--- src/sps_pkg.sv ---
// Shared constants, register map and carrier types of the serial peripheral select block.
package sps_pkg;

  // ==========================================================================
  // Register indices as printed; the byte address is four times the index.
  // ==========================================================================
  localparam logic [7:0] IDX_CTRL_A    = 8'h00;
  localparam logic [7:0] IDX_CONTROL_TWO = 8'h04;
  localparam logic [7:0] IDX_BAUD      = 8'h0c;
  localparam logic [7:0] IDX_IRQ_CLR   = 8'h14;
  localparam logic [7:0] IDX_IRQ_SET   = 8'h16;
  localparam logic [7:0] IDX_IRQ_FLAGS = 8'h18;
  localparam logic [7:0] IDX_STATUS    = 8'h1a;
  localparam logic [7:0] IDX_SYNC_BUSY = 8'h1c;
  localparam logic [7:0] IDX_DATA      = 8'h28;

  localparam logic [9:0] ADDR_CTRL_A      = {IDX_CTRL_A, 2'b00};
  localparam logic [9:0] ADDR_CONTROL_TWO = {IDX_CONTROL_TWO, 2'b00};
  localparam logic [9:0] ADDR_BAUD        = {IDX_BAUD, 2'b00};
  localparam logic [9:0] ADDR_IRQ_CLR     = {IDX_IRQ_CLR, 2'b00};
  localparam logic [9:0] ADDR_IRQ_SET     = {IDX_IRQ_SET, 2'b00};
  localparam logic [9:0] ADDR_IRQ_FLAGS   = {IDX_IRQ_FLAGS, 2'b00};
  localparam logic [9:0] ADDR_STATUS      = {IDX_STATUS, 2'b00};
  localparam logic [9:0] ADDR_SYNC_BUSY   = {IDX_SYNC_BUSY, 2'b00};
  localparam logic [9:0] ADDR_DATA        = {IDX_DATA, 2'b00};

  // ==========================================================================
  // Field positions.
  // ==========================================================================
  localparam int CA_SOFT_RESET = 0;
  localparam int CA_ENABLE     = 1;
  localparam int CA_MODE_LO    = 2;
  localparam int CA_RUN_STBY   = 7;
  localparam int CA_DATA_OUT_PINOUT_LO    = 16;
  localparam int CA_DATA_IN_PINOUT_LO    = 20;
  localparam int CA_CPHA       = 28;
  localparam int CA_CPOL       = 29;
  localparam int CB_SELECT_LOW_DETECT_ENABLE       = 9;
  localparam int CB_HWSS       = 13;
  localparam int CB_RECEIVER_ENABLE       = 17;
  localparam int IF_DRE        = 0;
  localparam int IF_TXC        = 1;
  localparam int IF_RXC        = 2;
  localparam int IF_SSL        = 3;
  localparam int IF_ERROR      = 7;
  localparam int ST_OVERFLOW   = 2;
  localparam int SB_SOFT_RESET = 0;
  localparam int SB_ENABLE     = 1;
  localparam int SB_CONTROL_TWO = 2;

  // ==========================================================================
  // Reset values, mode codes and timing counts.
  // ==========================================================================
  localparam logic [2:0] MODE_MASTER   = 3'h3;
  localparam logic [2:0] MODE_SLAVE    = 3'h2;
  localparam logic [7:0] IRQ_MASK_RST  = 8'h00;
  localparam logic [7:0] BAUD_RST      = 8'h00;
  localparam logic [4:0] GUARD_TICKS   = 5'h02;  // Half-baud ticks in one baud cycle.
  localparam logic [4:0] CHAR_TICKS    = 5'h10;  // Half-baud ticks in one 8-bit character.
  localparam int         SYNC_CYCLES   = 3;      // Clock cycles a synchronised write stays busy.

  // ==========================================================================
  // Carrier types.
  // ==========================================================================
  typedef struct packed {
    logic       run_in_standby;
    logic [2:0] mode;
    logic [1:0] data_in_pinout;
    logic [1:0] data_out_pinout;
    logic       cpol;
    logic       cpha;
    logic       hw_select_enable;
    logic       select_low_detect_enable;
  } sps_cfg_t;

  localparam sps_cfg_t CFG_RST = '0;

  typedef enum logic [2:0] {
    M_IDLE  = 3'b000,
    M_LEAD  = 3'b001,
    M_XFER  = 3'b011,
    M_TRAIL = 3'b010,
    M_GAP   = 3'b110
  } sps_mstate_t;

endpackage

--- src/sps_top.sv ---
// Serial peripheral block with select timing, DMA requests, interrupts, sleep and write synchronisation.
`timescale 1ns/1ps

module sps_top
  import sps_pkg::*;
#(
  parameter int SYNC_CYC = SYNC_CYCLES
) (
  input  wire logic        CLOCK,
  input  wire logic        SYS_RST,
  input  wire logic        PSEL,
  input  wire logic        PENABLE,
  input  wire logic        PWRITE,
  input  wire logic [9:0]  PADDR,
  input  wire logic [31:0] PWDATA,
  output logic      [31:0] PRDATA,
  output logic             PREADY,
  output logic             PSLVERR,
  input  wire logic        SCK_IN,
  output logic             SCK_OUT,
  output logic             SCK_OE,
  input  wire logic        SS_IN,
  output logic             SS_OUT,
  output logic             SS_OE,
  input  wire logic [1:0]  DATA_PAD_IN,
  output logic      [1:0]  DATA_PAD_OUT,
  output logic      [1:0]  DATA_PAD_OE,
  input  wire logic        STANDBY,
  output logic             CORE_CLK_ON,
  output logic             WAKE,
  output logic             IRQ,
  output logic             DMA_RX_REQ,
  output logic             DMA_TX_REQ
);

  // ==========================================================================
  // State.
  // ==========================================================================
  sps_cfg_t    cfg;
  logic        enable;
  logic        receiver_enable;
  logic [7:0]  baud;
  logic [7:0]  irq_mask;
  logic [7:0]  sticky;
  logic        overflow_bit;
  logic [2:0]  sync_busy_a;
  logic [2:0]  sync_pend;
  logic        pend_enable;
  logic        pend_receiver_enable;
  logic [3:0]  sync_cnt;
  logic [7:0]  tx_data;
  logic        tx_valid;
  logic [7:0]  rx_mem [2];
  logic        rx_wp;
  logic        rx_rp;
  logic [1:0]  rx_cnt;
  logic [7:0]  sreg;
  logic        sreg_full;
  logic        out_bit;
  logic [2:0]  bit_cnt;
  sps_mstate_t mstate;
  logic [7:0]  baud_cnt;
  logic [4:0]  tick_cnt;
  logic        sck_m;
  logic        ss_m;
  logic        rd_nonempty;
  logic [3:0]  meta;
  logic [3:0]  sync_in;
  logic        sck_d;
  logic        ss_d;

  // ==========================================================================
  // Pin synchronisers: two flops; logic reads the second stage, and a third on clock and select for edges.
  // ==========================================================================
  always_ff @(posedge CLOCK) begin
    meta    <= {SCK_IN, SS_IN, DATA_PAD_IN};
    sync_in <= meta;
    sck_d   <= sync_in[3];
    ss_d    <= sync_in[2];
  end

  wire sck_s = sync_in[3];
  wire ss_s  = sync_in[2];

  // ==========================================================================
  // Decode of mode, bus access and register selects.
  // ==========================================================================
  wire is_master   = enable && (cfg.mode == MODE_MASTER);
  wire is_slave    = enable && (cfg.mode == MODE_SLAVE);
  wire acc         = PSEL && PENABLE;
  wire wr          = acc && PWRITE;
  wire rd_setup    = PSEL && !PENABLE && !PWRITE;
  wire sel_ctrl_a  = (PADDR == ADDR_CTRL_A);
  wire sel_ctrl_b  = (PADDR == ADDR_CONTROL_TWO);
  wire sel_baud    = (PADDR == ADDR_BAUD);
  wire sel_clr     = (PADDR == ADDR_IRQ_CLR);
  wire sel_set     = (PADDR == ADDR_IRQ_SET);
  wire sel_flags   = (PADDR == ADDR_IRQ_FLAGS);
  wire sel_status  = (PADDR == ADDR_STATUS);
  wire sel_sync    = (PADDR == ADDR_SYNC_BUSY);
  wire sel_data    = (PADDR == ADDR_DATA);

  // A write to a synchronised register while its busy bit stands is refused.
  wire err_a       = sel_ctrl_a && (sync_busy_a[SB_SOFT_RESET] || sync_busy_a[SB_ENABLE]);
  wire err_b       = sel_ctrl_b && sync_busy_a[SB_CONTROL_TWO];
  wire wr_ok       = wr && !err_a && !err_b;
  wire sync_done   = (sync_pend != 3'b000) && (sync_cnt == 4'h0);
  wire soft_rst    = sync_done && sync_pend[SB_SOFT_RESET];
  wire rst         = SYS_RST || soft_rst;

  assign PREADY  = 1'b1;
  assign PSLVERR = wr && (err_a || err_b);

  // ==========================================================================
  // Sleep: which parts keep their core clock.
  // ==========================================================================
  wire busy_m      = (mstate != M_IDLE);
  wire core_run_m  = !STANDBY || cfg.run_in_standby || busy_m;
  wire core_run_s  = !STANDBY || cfg.run_in_standby;
  wire drop_rx     = is_slave && !core_run_s;
  assign CORE_CLK_ON = is_master ? core_run_m : core_run_s;

  // ==========================================================================
  // Baud divider: one tick per half baud cycle, aligned at transfer start.
  // ==========================================================================
  wire tick       = (baud_cnt == baud);
  wire start_m    = is_master && core_run_m && (mstate == M_IDLE) && (tx_valid || sreg_full);
  wire tick_last  = tick && (tick_cnt == (GUARD_TICKS - 5'h01));
  wire char_end_m = tick && (mstate == M_XFER) && (tick_cnt == (CHAR_TICKS - 5'h01));

  always_ff @(posedge CLOCK) begin
    if (rst || !busy_m || tick) begin
      baud_cnt <= 8'h00;
    end else begin
      baud_cnt <= baud_cnt + 8'h01;
    end
  end

  // ==========================================================================
  // Clock edge events shared by master and slave engines.
  // ==========================================================================
  wire lead_m    = tick && (mstate == M_XFER) && !tick_cnt[0];
  wire trail_m   = tick && (mstate == M_XFER) && tick_cnt[0];
  wire slave_on  = is_slave && !ss_s && !drop_rx;
  wire sck_chg   = slave_on && (sck_s != sck_d);
  wire lead_s    = sck_chg && (sck_s != cfg.cpol);
  wire trail_s   = sck_chg && (sck_s == cfg.cpol);
  wire lead_ev   = lead_m || lead_s;
  wire trail_ev  = trail_m || trail_s;
  wire sample_ev = cfg.cpha ? trail_ev : lead_ev;
  wire setup_ev  = cfg.cpha ? lead_ev : trail_ev;
  wire din       = sync_in[cfg.data_in_pinout[0]];
  wire [7:0] shifted = {sreg[6:0], din};
  wire last_bit  = sample_ev && (bit_cnt == 3'h7);
  wire ss_fall   = is_slave && ss_d && !ss_s;
  wire ss_rise   = is_slave && !ss_d && ss_s;

  // ==========================================================================
  // Master sequencer: lead guard, character, trail guard and gap.
  // ==========================================================================
  sps_mstate_t next_mstate;
  always_comb begin
    next_mstate = mstate;
    unique case (mstate)
      M_IDLE: begin
        if (start_m) begin
          next_mstate = cfg.hw_select_enable ? M_LEAD : M_XFER;
        end
      end
      M_LEAD: begin
        if (tick_last) begin
          next_mstate = M_XFER;
        end
      end
      M_XFER: begin
        if (char_end_m) begin
          if (cfg.hw_select_enable) begin
            next_mstate = M_TRAIL;
          end else if (!sreg_full) begin
            next_mstate = M_IDLE;
          end
        end
      end
      M_TRAIL: begin
        if (tick_last) begin
          next_mstate = M_GAP;
        end
      end
      M_GAP: begin
        if (tick_last) begin
          next_mstate = M_IDLE;
        end
      end
      default: begin
        next_mstate = M_IDLE;
      end
    endcase
  end

  // Tick counter restarts on every state change so each guard lasts two half-baud ticks.
  always_ff @(posedge CLOCK) begin
    if (rst || !is_master) begin
      mstate   <= M_IDLE;
      tick_cnt <= 5'h00;
    end else begin
      mstate <= next_mstate;
      if (next_mstate != mstate || char_end_m) begin
        tick_cnt <= 5'h00;
      end else if (tick) begin
        tick_cnt <= tick_cnt + 5'h01;
      end
    end
  end

  // Master clock toggles on every tick of a character and rests at the idle polarity.
  always_ff @(posedge CLOCK) begin
    if (rst || mstate != M_XFER) begin
      sck_m <= cfg.cpol;
    end else if (tick) begin
      sck_m <= !sck_m;
    end
  end

  // Select is low from the lead guard through the trail guard, high in the gap.
  always_ff @(posedge CLOCK) begin
    if (rst) begin
      ss_m <= 1'b1;
    end else begin
      ss_m <= !((next_mstate == M_LEAD) || (next_mstate == M_XFER) || (next_mstate == M_TRAIL));
    end
  end

  // ==========================================================================
  // Shift register, shared by both roles.
  // ==========================================================================
  wire load_tx = tx_valid && ((start_m && !sreg_full) || last_bit || ss_fall);
  always_ff @(posedge CLOCK) begin
    if (rst) begin
      sreg      <= 8'h00;
      sreg_full <= 1'b0;
      out_bit   <= 1'b0;
      bit_cnt   <= 3'h0;
    end else begin
      if (start_m && !sreg_full) begin
        sreg    <= tx_data;
        out_bit <= tx_data[7];
      end else if (start_m) begin
        out_bit <= sreg[7];
      end else if (ss_fall) begin
        sreg    <= tx_valid ? tx_data : sreg;  // Without new data the shift register is sent as it stands.
        out_bit <= tx_valid ? tx_data[7] : sreg[7];
      end else if (last_bit) begin
        sreg    <= tx_valid ? tx_data : shifted;
      end else if (sample_ev) begin
        sreg    <= shifted;
      end else if (setup_ev) begin
        out_bit <= sreg[7];
      end
      if (start_m) begin
        sreg_full <= 1'b0;
      end else if (last_bit && is_master) begin
        sreg_full <= tx_valid;
      end
      if (ss_fall || start_m || drop_rx) begin
        bit_cnt <= 3'h0;
      end else if (sample_ev) begin
        bit_cnt <= bit_cnt + 3'h1;
      end
    end
  end

  // ==========================================================================
  // Transmit buffer: written by software, emptied into the shift register.
  // ==========================================================================
  wire wr_data = wr_ok && sel_data;
  always_ff @(posedge CLOCK) begin
    if (rst) begin
      tx_data  <= 8'h00;
      tx_valid <= 1'b0;
    end else if (wr_data) begin
      tx_data  <= PWDATA[7:0];
      tx_valid <= 1'b1;
    end else if (load_tx) begin
      tx_valid <= 1'b0;
    end
  end

  // ==========================================================================
  // Two-level receive FIFO with overflow detection.
  // ==========================================================================
  wire push    = last_bit && receiver_enable && !drop_rx;
  wire pop     = acc && !PWRITE && sel_data && rd_nonempty;
  wire rx_full = (rx_cnt == 2'h2);
  wire ovf     = push && rx_full && !pop;

  always_ff @(posedge CLOCK) begin
    if (rst || !receiver_enable) begin
      rx_wp  <= 1'b0;
      rx_rp  <= 1'b0;
      rx_cnt <= 2'h0;
    end else begin
      if (push && !ovf) begin
        rx_mem[rx_wp] <= shifted;
        rx_wp         <= !rx_wp;
      end
      if (pop) begin
        rx_rp <= !rx_rp;
      end
      rx_cnt <= rx_cnt + {1'b0, push && !ovf} - {1'b0, pop};
    end
  end

  // ==========================================================================
  // Interrupt flags; hardware set wins over a software clear in the same cycle.
  // ==========================================================================
  wire [7:0] set_ev = {ovf, 3'b000, ss_fall && cfg.select_low_detect_enable,
                       1'b0, (char_end_m && !sreg_full && !tx_valid) || ss_rise, 1'b0};
  wire [7:0] clr_ev = (wr_ok && sel_flags) ? PWDATA[7:0] : 8'h00;
  wire [7:0] flags  = {sticky[IF_ERROR], 3'b000, sticky[IF_SSL],
                       (rx_cnt != 2'h0), sticky[IF_TXC], !tx_valid};

  always_ff @(posedge CLOCK) begin
    if (rst) begin
      sticky <= 8'h00;
    end else begin
      sticky <= set_ev | (sticky & ~clr_ev);
    end
  end

  // Overflow is sticky, cleared by a one or by turning the receiver off.
  always_ff @(posedge CLOCK) begin
    if (rst) begin
      overflow_bit <= 1'b0;
    end else if (ovf) begin
      overflow_bit <= 1'b1;
    end else if (!receiver_enable || (wr_ok && sel_status && PWDATA[ST_OVERFLOW])) begin
      overflow_bit <= 1'b0;
    end
  end

  // Mask bits change only where a one is written.
  always_ff @(posedge CLOCK) begin
    if (rst) begin
      irq_mask <= IRQ_MASK_RST;
    end else if (wr_ok && sel_set) begin
      irq_mask <= irq_mask | PWDATA[7:0];
    end else if (wr_ok && sel_clr) begin
      irq_mask <= irq_mask & ~PWDATA[7:0];
    end
  end

  assign IRQ        = |(flags & irq_mask);
  assign DMA_RX_REQ = (rx_cnt != 2'h0);
  assign DMA_TX_REQ = !tx_valid;
  wire   wake_m     = IRQ;
  wire   wake_s     = (cfg.run_in_standby && flags[IF_RXC] && irq_mask[IF_RXC]) ||
                      (sticky[IF_SSL] && irq_mask[IF_SSL]);
  assign WAKE       = STANDBY && (is_master ? wake_m : wake_s);

  // ==========================================================================
  // Configuration and write synchronisation of reset, enable and receiver.
  // ==========================================================================
  wire wr_a = wr_ok && sel_ctrl_a;
  wire wr_b = wr_ok && sel_ctrl_b;

  // Other fields are enable-protected: they change only while the block is off.
  always_ff @(posedge CLOCK) begin
    if (rst) begin
      cfg  <= CFG_RST;
      baud <= BAUD_RST;
    end else begin
      if (wr_a && !enable) begin
        cfg.run_in_standby  <= PWDATA[CA_RUN_STBY];
        cfg.mode            <= PWDATA[CA_MODE_LO +: 3];
        cfg.data_out_pinout <= PWDATA[CA_DATA_OUT_PINOUT_LO +: 2];
        cfg.data_in_pinout  <= PWDATA[CA_DATA_IN_PINOUT_LO +: 2];
        cfg.cpha            <= PWDATA[CA_CPHA];
        cfg.cpol            <= PWDATA[CA_CPOL];
      end
      if (wr_b && !enable) begin
        cfg.select_low_detect_enable <= PWDATA[CB_SELECT_LOW_DETECT_ENABLE];
        cfg.hw_select_enable         <= PWDATA[CB_HWSS];
      end
      if (wr_ok && sel_baud && !enable) begin
        baud <= PWDATA[7:0];
      end
    end
  end

  // Busy rises in the cycle after the write and the value lands when the count runs out.
  always_ff @(posedge CLOCK) begin
    if (rst) begin
      sync_pend       <= 3'b000;
      sync_cnt        <= 4'h0;
      pend_enable     <= 1'b0;
      pend_receiver_enable       <= 1'b0;
      enable          <= 1'b0;
      receiver_enable <= 1'b0;
    end else begin
      if (wr_a || wr_b) begin
        sync_pend <= (sync_done ? 3'b000 : sync_pend) | {wr_b, wr_a, wr_a && PWDATA[CA_SOFT_RESET]};
        sync_cnt  <= 4'(SYNC_CYC - 1);
      end else if (sync_done) begin
        sync_pend <= 3'b000;
      end else if (sync_pend != 3'b000) begin
        sync_cnt <= sync_cnt - 4'h1;
      end
      if (wr_a) begin
        pend_enable <= PWDATA[CA_ENABLE];
      end
      if (wr_b) begin
        pend_receiver_enable <= PWDATA[CB_RECEIVER_ENABLE];
      end
      if (sync_done && sync_pend[SB_ENABLE]) begin
        enable <= pend_enable;
      end
      if (sync_done && sync_pend[SB_CONTROL_TWO]) begin
        receiver_enable <= pend_receiver_enable;
      end
    end
  end

  assign sync_busy_a = sync_pend;

  // ==========================================================================
  // Read path: data captured in the setup phase, popped in the access phase.
  // ==========================================================================
  wire [31:0] rd_val =
      sel_ctrl_a ? (32'(cfg.run_in_standby) << CA_RUN_STBY) | (32'(cfg.mode) << CA_MODE_LO) |
                   (32'(enable) << CA_ENABLE) | (32'(cfg.data_out_pinout) << CA_DATA_OUT_PINOUT_LO) |
                   (32'(cfg.data_in_pinout) << CA_DATA_IN_PINOUT_LO) | (32'(cfg.cpha) << CA_CPHA) |
                   (32'(cfg.cpol) << CA_CPOL) :
      sel_ctrl_b ? (32'(cfg.select_low_detect_enable) << CB_SELECT_LOW_DETECT_ENABLE) |
                   (32'(cfg.hw_select_enable) << CB_HWSS) | (32'(receiver_enable) << CB_RECEIVER_ENABLE) :
      sel_baud   ? {24'h000000, baud} :
      (sel_set || sel_clr) ? {24'h000000, irq_mask} :
      sel_flags  ? {24'h000000, flags} :
      sel_status ? (32'(overflow_bit) << ST_OVERFLOW) :
      sel_sync   ? {29'h00000000, sync_busy_a} :
      (sel_data && rx_cnt != 2'h0) ? {24'h000000, rx_mem[rx_rp]} :
      32'h00000000;

  always_ff @(posedge CLOCK) begin
    if (rst) begin
      PRDATA      <= 32'h00000000;
      rd_nonempty <= 1'b0;
    end else if (rd_setup) begin
      PRDATA      <= rd_val;
      rd_nonempty <= sel_data && (rx_cnt != 2'h0);
    end
  end

  // ==========================================================================
  // Pads; with both pinouts on one pad the driven level is read back.
  // ==========================================================================
  wire data_drive = (is_master && busy_m) || slave_on;
  assign SCK_OUT      = sck_m;
  assign SCK_OE       = is_master;
  assign SS_OUT       = ss_m;
  assign SS_OE        = is_master && cfg.hw_select_enable;
  assign DATA_PAD_OUT = {out_bit, out_bit};
  assign DATA_PAD_OE  = {data_drive && cfg.data_out_pinout[0], data_drive && !cfg.data_out_pinout[0]};

endmodule

--- config.mk ---
export PLATFORM = sky130hd
export DESIGN_NAME = sps_top
export DESIGN_NICKNAME = d
export VERILOG_FILES = /design/src/sps_pkg.sv /design/src/sps_top.sv
export SDC_FILE = /design/constraint.sdc
export NUM_CORES = 1
export LEC_CHECK = 0
export ABC_CLOCK_PERIOD_IN_PS = 4880
export BUFFER_PORTS_ARGS = -buffer_cell sky130_fd_sc_hd__buf_2
export CAP_MARGIN = 20
export CORE_MARGIN = 1.5
export CORE_UTILIZATION = 45
export DETAILED_ROUTE_END_ITERATION = 10
export GPL_ROUTABILITY_DRIVEN = 0
export GPL_TIMING_DRIVEN = 0
export MAX_ROUTING_LAYER = met4
export PLACE_DENSITY = 0.66
export SYNTH_ARGS = -nofsm -noshare
export SYNTH_HDL_FRONTEND = slang
export SYNTH_SLANG_ARGS = --single-unit
--- constraint.sdc ---
create_clock -name CLOCK -period 4.88 [get_ports CLOCK]
set_input_delay 0.488 -clock CLOCK [delete_from_list [all_inputs] [get_ports CLOCK]]
set_output_delay 0.488 -clock CLOCK [all_outputs]
set_load 0.02 [all_outputs]
=== Word-level counts from Yosys, hierarchy flattened ===
Memory sizes are Yosys's and may differ from the RTL's. A register that Yosys moved wholly into a read port is not among the register bits.
Cells that the tools add are included.

* Output and inout bits: 47
* Memories kept: 1
* Bits in registers: 135
* Word-level logic and storage cells: 293
* Input bits: 52
* Memory bits (writable): 16

* Reductions and logical operators: 141
* $add $sub $neg: 6
* Mux-type cells: 56
* Bitwise gates (word level): 17
* Equality and inequality tests: 32
* $lt $le $gt $ge: 1

{| class="wikitable"
|+ Memories
! name !! depth !! bits a word !! read ports !! clocked after memory_dff !! wr ports !! RTL line !! text
|-
| rx_mem || 2 || 8 || 1 || 1 || 1 || sps_top.sv:53 || <nowiki>logic [7:0] rx_mem [2];</nowiki>
|}

{| class="wikitable"
|+ Operator list
! cell !! number
|-
| 2-to-1 mux 8 bit || 16
|-
| logical AND 1 bit || 70
|-
| == test 10 x 7 -> 1 bit, second input constant || 5
|-
| 2-to-1 mux 30 bit || 1
|-
| bitwise OR 29 x 30 -> 30 bit || 1
|-
| bitwise OR 22 x 29 -> 29 bit || 1
|-
| 2-to-1 mux 3 bit || 9
|-
| logical OR 1 bit || 26
|-
| AND 8 bit || 3
|-
| 2-to-1 mux 1 bit || 24
|-
| logical NOT 1 bit || 23
|-
| bitwise OR 18 x 22 -> 22 bit || 1
|-
| == test 3 x 2 -> 1 bit, second input constant || 6
|-
| 2-to-1 mux 18 bit || 1
|-
| bitwise OR 14 x 18 -> 18 bit || 1
|-
| bitwise OR 8 x 18 -> 18 bit || 1
|-
| inverter 8 bit || 2
|-
| bitwise OR 8 bit || 2
|-
| one-hot mux 3 bit (5 select lines) || 1
|-
| bitwise OR 10 x 14 -> 14 bit || 1
|-
| nonzero test 2 bit || 6
|-
| == test 10 x 5 -> 1 bit, second input constant || 1
|-
| == test 10 x 6 -> 1 bit, second input constant || 1
|-
| == test 10 x 8 -> 1 bit, second input constant || 1
|-
| other kinds (33) || 49
|}

=== Depth between registers and ports, before layout ===
Gate-level depths: netlist of run 1.

* Depth after elaboration: 20
* Mapped depth: 11
* Mapped depth without buffers: 10

=== Least setup slack after synthesis of run 1 ===
No wires, ideal clock.

* Path kind: in2reg
* Start: input port PADDR[3]
* End: memory rx_mem[1][0] (enable)
* Data required time: 4509 ps
* Data arrival time: 2295 ps
* Buffers on the path: 0
* Stages: 6
* Slack: 2214 ps
* Cells stage by stage: nor4_2 > nand3_1 > nor3_2 > nor2_1 > or3_1 > nor2_1

* Longest elaborated chain between the ends: 10

{| class="wikitable"
|+ RTL lines
! what !! RTL line !! text
|-
| start: declaration || sps_top.sv:14 || <nowiki>input wire logic [9:0] PADDR,</nowiki>
|-
| == test 10 x 8 -> 1 bit || sps_top.sv:101 || <nowiki>wire sel_data = (PADDR == ADDR_DATA);</nowiki>
|-
| logical AND 1 bit (2 in series) || sps_top.sv:292 || <nowiki>wire pop = acc && !PWRITE && sel_data && rd_nonempty;</nowiki>
|-
| logical NOT 1 bit || sps_top.sv:294 || <nowiki>wire ovf = push && rx_full && !pop;</nowiki>
|-
| logical AND 1 bit || sps_top.sv:294 ||
|-
| logical NOT 1 bit || sps_top.sv:302 || <nowiki>if (push && !ovf) begin</nowiki>
|-
| logical AND 1 bit || sps_top.sv:302 ||
|-
| 2-to-1 mux 1 bit || sps_top.sv:302 ||
|-
| 2-to-1 mux 1 bit || sps_top.sv:297 || <nowiki>if (rst || !receiver_enable) begin</nowiki>
|-
| 2-to-1 mux 1 bit (implied by the code) || sps_top.sv:303 || <nowiki>rx_mem[rx_wp] <= shifted;</nowiki>
|-
| end: declaration || sps_top.sv:53 ||
|}

No other way between the ends.

=== Final worst setup path of run 1 ===
* Start: register enable
* End: memory rx_mem[1][4] (enable)

* Longest elaborated chain between the ends: 18
* Elaborated cells between the ends (all ways): 21

{| class="wikitable"
|+ RTL lines
! what !! RTL line !! text
|-
| start: declaration || sps_top.sv:40 || <nowiki>logic enable;</nowiki>
|-
| start signal: assignment || sps_top.sv:415 || <nowiki>enable <= pend_enable;</nowiki>
|-
| logical AND 1 bit (*) || sps_top.sv:89 || <nowiki>wire is_slave = enable && (cfg.mode == MODE_SLAVE);</nowiki>
|-
| logical AND 1 bit || sps_top.sv:120 || <nowiki>wire drop_rx = is_slave && !core_run_s;</nowiki>
|-
| logical NOT 1 bit || sps_top.sv:144, sps_top.sv:291 ||
|-
| logical AND 1 bit || sps_top.sv:144 || <nowiki>wire slave_on = is_slave && !ss_s && !drop_rx;</nowiki>
|-
| logical AND 1 bit || sps_top.sv:145 || <nowiki>wire sck_chg = slave_on && (sck_s != sck_d);</nowiki>
|-
| logical AND 1 bit (on tied branches) || sps_top.sv:146, sps_top.sv:147 ||
|-
| logical OR 1 bit (on tied branches) || sps_top.sv:148, sps_top.sv:149 ||
|-
| 2-to-1 mux 1 bit || sps_top.sv:150 || <nowiki>wire sample_ev = cfg.cpha ? trail_ev : lead_ev;</nowiki>
|-
| logical AND 1 bit || sps_top.sv:154 || <nowiki>wire last_bit = sample_ev && (bit_cnt == 3'h7);</nowiki>
|-
| logical AND 1 bit || sps_top.sv:291 || <nowiki>wire push = last_bit && receiver_enable && !drop_rx;</nowiki>
|-
| logical AND 1 bit (*) || sps_top.sv:291 ||
|-
| logical AND 1 bit (2 in series) || sps_top.sv:294 ||
|-
| logical NOT 1 bit || sps_top.sv:302 ||
|-
| logical AND 1 bit (*) || sps_top.sv:302 ||
|-
| 2-to-1 mux 1 bit (*) || sps_top.sv:302 ||
|-
| 2-to-1 mux 1 bit (*) || sps_top.sv:297 ||
|-
| 2-to-1 mux 1 bit (implied by the code) (*) || sps_top.sv:303 ||
|}

Mark *: on every way between the ends. The rest lies on a longest branch, timed or not.

==> results of run 1 <==
-- final cells by class --
| type | count | share of cell area (%) |
|---|---|---|
| multi-input cells | 505 | 42.9 |
| flip-flops and latches | 131 | 37.5 |
| plain buffers | 51 | 3.82 |
| repair buffers | 64 | 4.30 |
| clock buffers | 19 | 5.95 |
| clock inverters | 13 | 1.80 |
| well taps | 176 | 2.96 |
| inverters | 14 | 0.706 |
-- worst max-delay path, delay by kind of cell (launching register included) --
kind,cells,cell delay [ps]
AOI/OAI and AO/OA,1,300
and+or+nand+nor,5,2040
DFF,1,300
buffers and inverters,1,220
-- flip-flops by register name, summed over array words and instances, names as in the netlist, 2 cells and up, named ones only --
name         count
PRDATA          16
baud             8
baud_cnt         8
bit_cnt          3
cfg             12
meta             4
mstate           3
rx_cnt           2
rx_mem          16
sreg             8
sticky           3
sync_busy_a      3
sync_cnt         4
sync_in          4
tick_cnt         5
tx_data          8
-- routing by layer --
metal | vias up | part of all wire (%) | global-route usage, % | wire [um]
li1 | 2625 | - | - | -
met1 | 2653 | 44 | 32.6 | 7770
met2 | 240 | 46 | 40.5 | 8150
met3 | 31 | 7.9 | 5.92 | 1390
met4 | 0 | 2.1 | 10.1 | 375
met5 | - | 0 | - | 0
-- logic make-up (layout without fill, tap and decap cells) --
logic type	count (synthesis)	in the layout	share of synthesized area, %
buf+inv	65	161	5.37
fa+ha+maj	9	9	1.80
compound gates	114	114	11.8
xor+xnor	25	25	3.49
other cells	2	17	0.120
flops	131	131	44.6
mux	62	62	9.98
simple gates	278	278	22.9
-- cell usage after synthesis, types with 3 or more instances --
cell type,instances
a211oi_1,7
a21oi_1,36
a221o_1,3
a221oi_1,4
a222oi_1,3
a311oi_1,3
a31oi_1,3
and3_1,10
buf_2,5
buf_4,21
clkbuf_1,22
dfxtp_1,114
edfxtp_1,17
ha_1,9
inv_1,14
mux2_2,4
mux2i_1,58
nand2_1,49
nand2b_1,10
nand3_1,28
nand4_1,11
nor2_1,93
nor2b_1,7
nor3_1,13
nor3b_1,3
nor4_1,12
nor4b_1,3
o21ai_0,30
o22ai_1,4
or2_2,3
or3_1,10
or4_1,3
xnor2_1,16
xor2_1,9
-- final timing paths --
path / from / endpoint / slack [ps]
worst max-delay path: enable / rx_mem[1][4] / 1650
worst min-delay path: SCK_IN / meta[3] / 150
worst max register to register: enable / rx_mem[1][4] / 1650
worst min register to register: meta[1] / sync_in[1] / 330
-- metrics by stage --
stage          cells  instance area [um^2]  setup slack [ps]
2_1_floorplan    701                  6320              2210
3_3_place_gp     941                  6870              1640
3_5_place_dp     941                  6870              1550
4_1_cts          973                  7440              1630
5_1_grt          973                  7440              1400
6_report         973                  7440              1650
-- power groups by stage --
stage,sequential (mW),combinational [mW],clock [mW]
3_3_place_gp,1.12,0.106,0
3_5_place_dp,1.12,0.108,0
5_1_grt,1.10,0.118,1.31
2_1_floorplan,1.13,0.0593,0
6_report,1.10,0.109,1.26
4_1_cts,1.10,0.108,1.26
==> impl_results.md, run 1 <==
- Gate power share: 4.4%
- CTS tree: built
- Final Max Slew Viols: 0
- H-tree depth: 4
- Pin count of the biggest net entering global routing: 17
- Post-cts resize count: 0
- Final Skew: 8.98 ps
- Share of layout cells above drive strength 1: approximately 17%
- Async SR Flop Fraction: 0%
- Predominant post-synthesis flop cell: dfxtp_1
- Die span in y: about 120 um
- Reg2reg path depth: 7
- Final min period: 3230 ps
- Switching Fraction: between 20 and 25%
- CP required: between 4000 and 5000 ps
- Hold Path Cell Cnt: 1
- Post-CTS Setup Inserts: 0
- Synth cell types: 70
- Seq pwr share: between 40% and 50%
- Nets: roughly 850
- Grt ovf: 0
- Mapped Area: ~0.0063 mm^2
- Pint: about 1.9 mW
- CP Max Fanout: 8
- Clk sinks: 131
- Number of flops mapped to enable cells by yosys: 17
- Die area: between 0.01 and 0.015 mm^2
- Slowest-stage cell, CP: nor2_1
- DRC: 0
- Yosys top cell area share: a little over a third
- Area of the multi-input gates: around 0.0032 mm^2
- Psw: approximately 570 uW
- Syn Inst Count: a little under 700
- Maximum root-to-sink buffer count: 2
- Max Cap Violations: 0
- Slew of the pin with the lowest slew margin: slightly below 1000 ps
- Register area share after synthesis: between 40% and 50%
- Initial Utilization: 46.8%
- DR vias: 5,549
- Largest cells by area after synthesis: dfxtp_1, mux2i_1, edfxtp_1
- Vias in the first global route: roughly 5.2k
- Post-CTS Hold Fix Bufs: 0
- CP Capture Type: flip-flop
- DR iter-0 viols: slightly below 400
- Clock power share: approximately 51%
- First-pass GRT wire length: between 20,000 and 30,000 um
- Slew headroom: between 30% and 40%
- Remaining antenna violation count: 0
- Most frequent cells in the layout: dfxtp_1, nor2_1, buf_2
- Clk_lat worst skew: about 430 ps
- # setup viols final: 0
- RSZ-0062 raised after global routing: false
- Setup TNS: 0 ps
- # IOs: 99
- Core ar.: 0.0134 mm^2
- Area occupied by registers: about 0.0028 mm^2
- Total Power: ~2.5 mW
- Critical-path cell list: buf_2 > nand4bb_1 > nor3_1 > and2_1 > o2111ai_1 > or3_1 > nor2_1
- Area leader, netlist: dfxtp_1
- WP data arrival: ~3300 ps
- GRT Total Usage: approximately a quarter
- Vias/cell: 5.70
- First-pass iteration count of the detailed router: 6
- Die W: about 120 um
- Rows: 42
- Routed length per instance: 18.2 um
- FMAX: between 300 and 400 MHz
- Fillcell total: ~1.2k
- Hold WC Path Type: input port to flip-flop
- Root Buffer: clkbuf_16
- CTS buffer count: 17
- Most common cell after layout, fill and taps aside: dfxtp_1
- Core Util, Final: 55.5%
- # diodes: 0
- Fin crit share: between 60 and 70%
- CTS clock-pin slew for the worst setup and hold paths: 60 ps
- Initial antenna violation count: 0
- Outcome: complete, no violations
- Setup CP Type: flip-flop to flip-flop
- Ys Warns: 0
- Static Leak: around 2.9 nW
- Port Buffers: 64
- DRT Wirelength: between 15,000 and 20,000 um
- Final number of hold-violating endpoints: 0
- Syn_area_per_cell: about 9.1 um^2
- Yosys reg bits: around 130
- Pwr dens: 332 mW/mm^2
- Worst hold slack: between 150 and 200 ps
- Synth-to-Final Area Change: 18.7%
- Dpl hpwl: between 10,000 and 15,000 um
- Largest stage delay, worst path: between 500 and 600 ps
- Critical Path Source Type: flip-flop
- VDD IR max: 225 uV
(Power assumes the default switching activity.)
==> inputs of run 2 (changes only) <==
--- a/config.mk
+++ b/config.mk
@@ -5,7 +5,7 @@
 export SDC_FILE = /design/constraint.sdc
 export NUM_CORES = 1
 export LEC_CHECK = 0
-export ABC_CLOCK_PERIOD_IN_PS = 4880
+export ABC_CLOCK_PERIOD_IN_PS = 3080
 export BUFFER_PORTS_ARGS = -buffer_cell sky130_fd_sc_hd__buf_2
 export CAP_MARGIN = 20
 export CORE_MARGIN = 1.5
==> constraint.sdc (replaced) <==
create_clock -name CLOCK -period 3.08 [get_ports CLOCK]
set_input_delay 0.308 -clock CLOCK [delete_from_list [all_inputs] [get_ports CLOCK]]
set_output_delay 0.308 -clock CLOCK [all_outputs]
set_load 0.02 [all_outputs]
==> impl_results.md, run 2 (synthesis gave the netlist of run 1 again) <==
- Outcome: complete, no violations
- Critical Path Source Type: flip-flop
- Grt ovf: 0
- H-tree depth: 4
- Core ar.: 0.0134 mm^2
- Placed Area: just under 0.007 mm^2
- Remaining antenna violation count: 0
- Clock power share: 51.0%
- Clk_lat worst skew: about 430 ps
- Hold WC Path Type: input port to flip-flop
- Pint: 3.00 mW
- Most common cell after layout, fill and taps aside: dfxtp_1
- Pin count of the biggest net entering global routing: 17
- Die area: 0.0146 mm^2
- CP Capture Type: flip-flop
- VDD IR max: between 300 and 400 uV
- DR vias: about 5.6k
- RSZ-0062 raised after global routing: true
- Port Buffers: 64
- Pwr dens: between 500 and 600 mW/mm^2
- Root Buffer: clkbuf_16
- CTS tree: built
- Post-CTS Setup Inserts: 0
- Core Util, Final: between 50% and 60%
- Max Cap Violations: 0
- Vias in the first global route: 5,250
- # setup viols final: 0
- FMAX: between 300 and 400 MHz
- Final min period: approximately 3000 ps
- Top Registers: PRDATA: 16 flops, rx_mem: 16 flops, cfg: 12 flops
- # diodes: 0
- DRT Wirelength: 17,800 um
- Wl on met1: 7640 um
- Final Max Slew Viols: 0
- Setup TNS: 0 ps
- Most frequent cells in the layout: dfxtp_1, nor2_1, buf_2
- Final Skew: roughly 9 ps
- Finished layout cell area: ~0.0075 mm^2
- Fin crit share: between 90% and 100%
- Die W: approximately 120 um
- Setup CP Type: flip-flop to flip-flop
- WL met3: around 1600 um
- Die span in y: ~120 um
- Fillcell total: approximately 1.2k
- First-pass GRT wire length: 27,700 um
- Largest stage delay, worst path: 530 ps
- CTS buffer count: 17
- CP required: 3150 ps
- Rows: between 40 and 50
- GRT Total Usage: approximately a quarter
- Switching Fraction: 23.3%
- Hold Path Cell Cnt: 3
- Reg2reg path depth: 7
- Slowest-stage cell, CP: or3_1
- Slew of the pin with the lowest slew margin: approximately 950 ps
- Seq pwr share: between 40% and 50%
- Vias/cell: about 5.7
- Clk sinks: around 130
- DR iter-0 viols: between 400 and 500
- First-pass iteration count of the detailed router: 8
- DR top layer: met4
- Nets: 849
- Gate power share: 4.5%
- Maximum root-to-sink buffer count: 2
- WP data arrival: between 3000 and 4000 ps
- Routed length per instance: 18.2 um
- CTS clock-pin slew for the worst setup and hold paths: 60 ps
- Initial Utilization: a little under half
- DRC: 0
- Synth-to-Final Area Change: 19.6%
- Total Power: 3.92 mW
- DR WL met2: around 8300 um
- Share of layout cells above drive strength 1: approximately 18%
- # IOs: 99
- Dpl hpwl: 13,000 um
- CP Max Fanout: 10
- Critical-path cell list: clkbuf_1 > nand3b_1 > nor2_1 > and3_1 > o2111ai_1 > or3_1 > nor2_2
- Static Leak: roughly 2.9 nW
- Psw: slightly above 900 uW
- Initial antenna violation count: 0
- Slew headroom: a little over a third
- Final number of hold-violating endpoints: 0
==> run 2: cell count changes in the layout (fill, tap and decap cells not counted), sizes merged <==
cell         delta
dlygate4sd3     +4
==> run 2: worst max-delay path: cells and delay by family (launching register included) <==
| family | cells | cell delay (ps) |
|---|---|---|
| and+or+nand+nor | 5 | 1640 |
| buffers and inverters | 1 | 290 |
| DFF | 1 | 300 |
| AOI/OAI and AO/OA | 1 | 370 |
==> run 2: path summary, 6_finish.rpt <==
kind	start	end	slack [ps]
worst max-delay path	mstate[1]	rx_mem[1][4]	110
worst min-delay path	PWDATA[16]	cfg[4]	120
worst max register to register	mstate[1]	rx_mem[1][4]	110
worst min register to register	meta[1]	sync_in[1]	330
==> run 2: layout make-up <==
type                            instances  area (um^2)  area share (%)
Inverter                               14         52.6           0.701
Multi-Input combinational cell        505         3210            42.8
Sequential cell                       131         2790            37.2
Timing Repair Buffer                   68          360            4.81
Buffer                                 51          284            3.79
Tap cell                              176          220            2.94
Clock buffer                           19          443            5.91
Clock inverter                         13          134            1.79
==> run 2: what timing repair did <==
item	CTS	global route
hold buffers	4	0
resized for setup	0	4
endpoints found under the hold margin	4	0
cloned	0	0
endpoints found under the setup margin	16	28
==> run 2: through the flow <==
stage	instances	hold slack, ps	setup slack [ps]
6_report	977	124	114
5_1_grt	977	148	-43.8
4_1_cts	977	121	-169
3_5_place_dp	941	313	-74.2
3_3_place_gp	941	311	5.73
2_1_floorplan	701	310	594
==> run 2: per-layer routing <==
layer | GRT usage, % | up-vias
met1 | 32.6 | 2665
met2 | 40.6 | 272
met5 | - | -
met4 | 10.1 | 0
met3 | 5.92 | 29
li1 | - | 2637
==> run 2: power by group through the flow <==
stage / clock, mW / combinational [mW] / sequential [mW]
after floorplan: 0 / 0.0939 / 1.78
after global placement: 0 / 0.168 / 1.78
after detailed placement: 0 / 0.171 / 1.78
after CTS: 2.00 / 0.175 / 1.74
after global routing: 2.08 / 0.191 / 1.74
final: 2.00 / 0.178 / 1.74
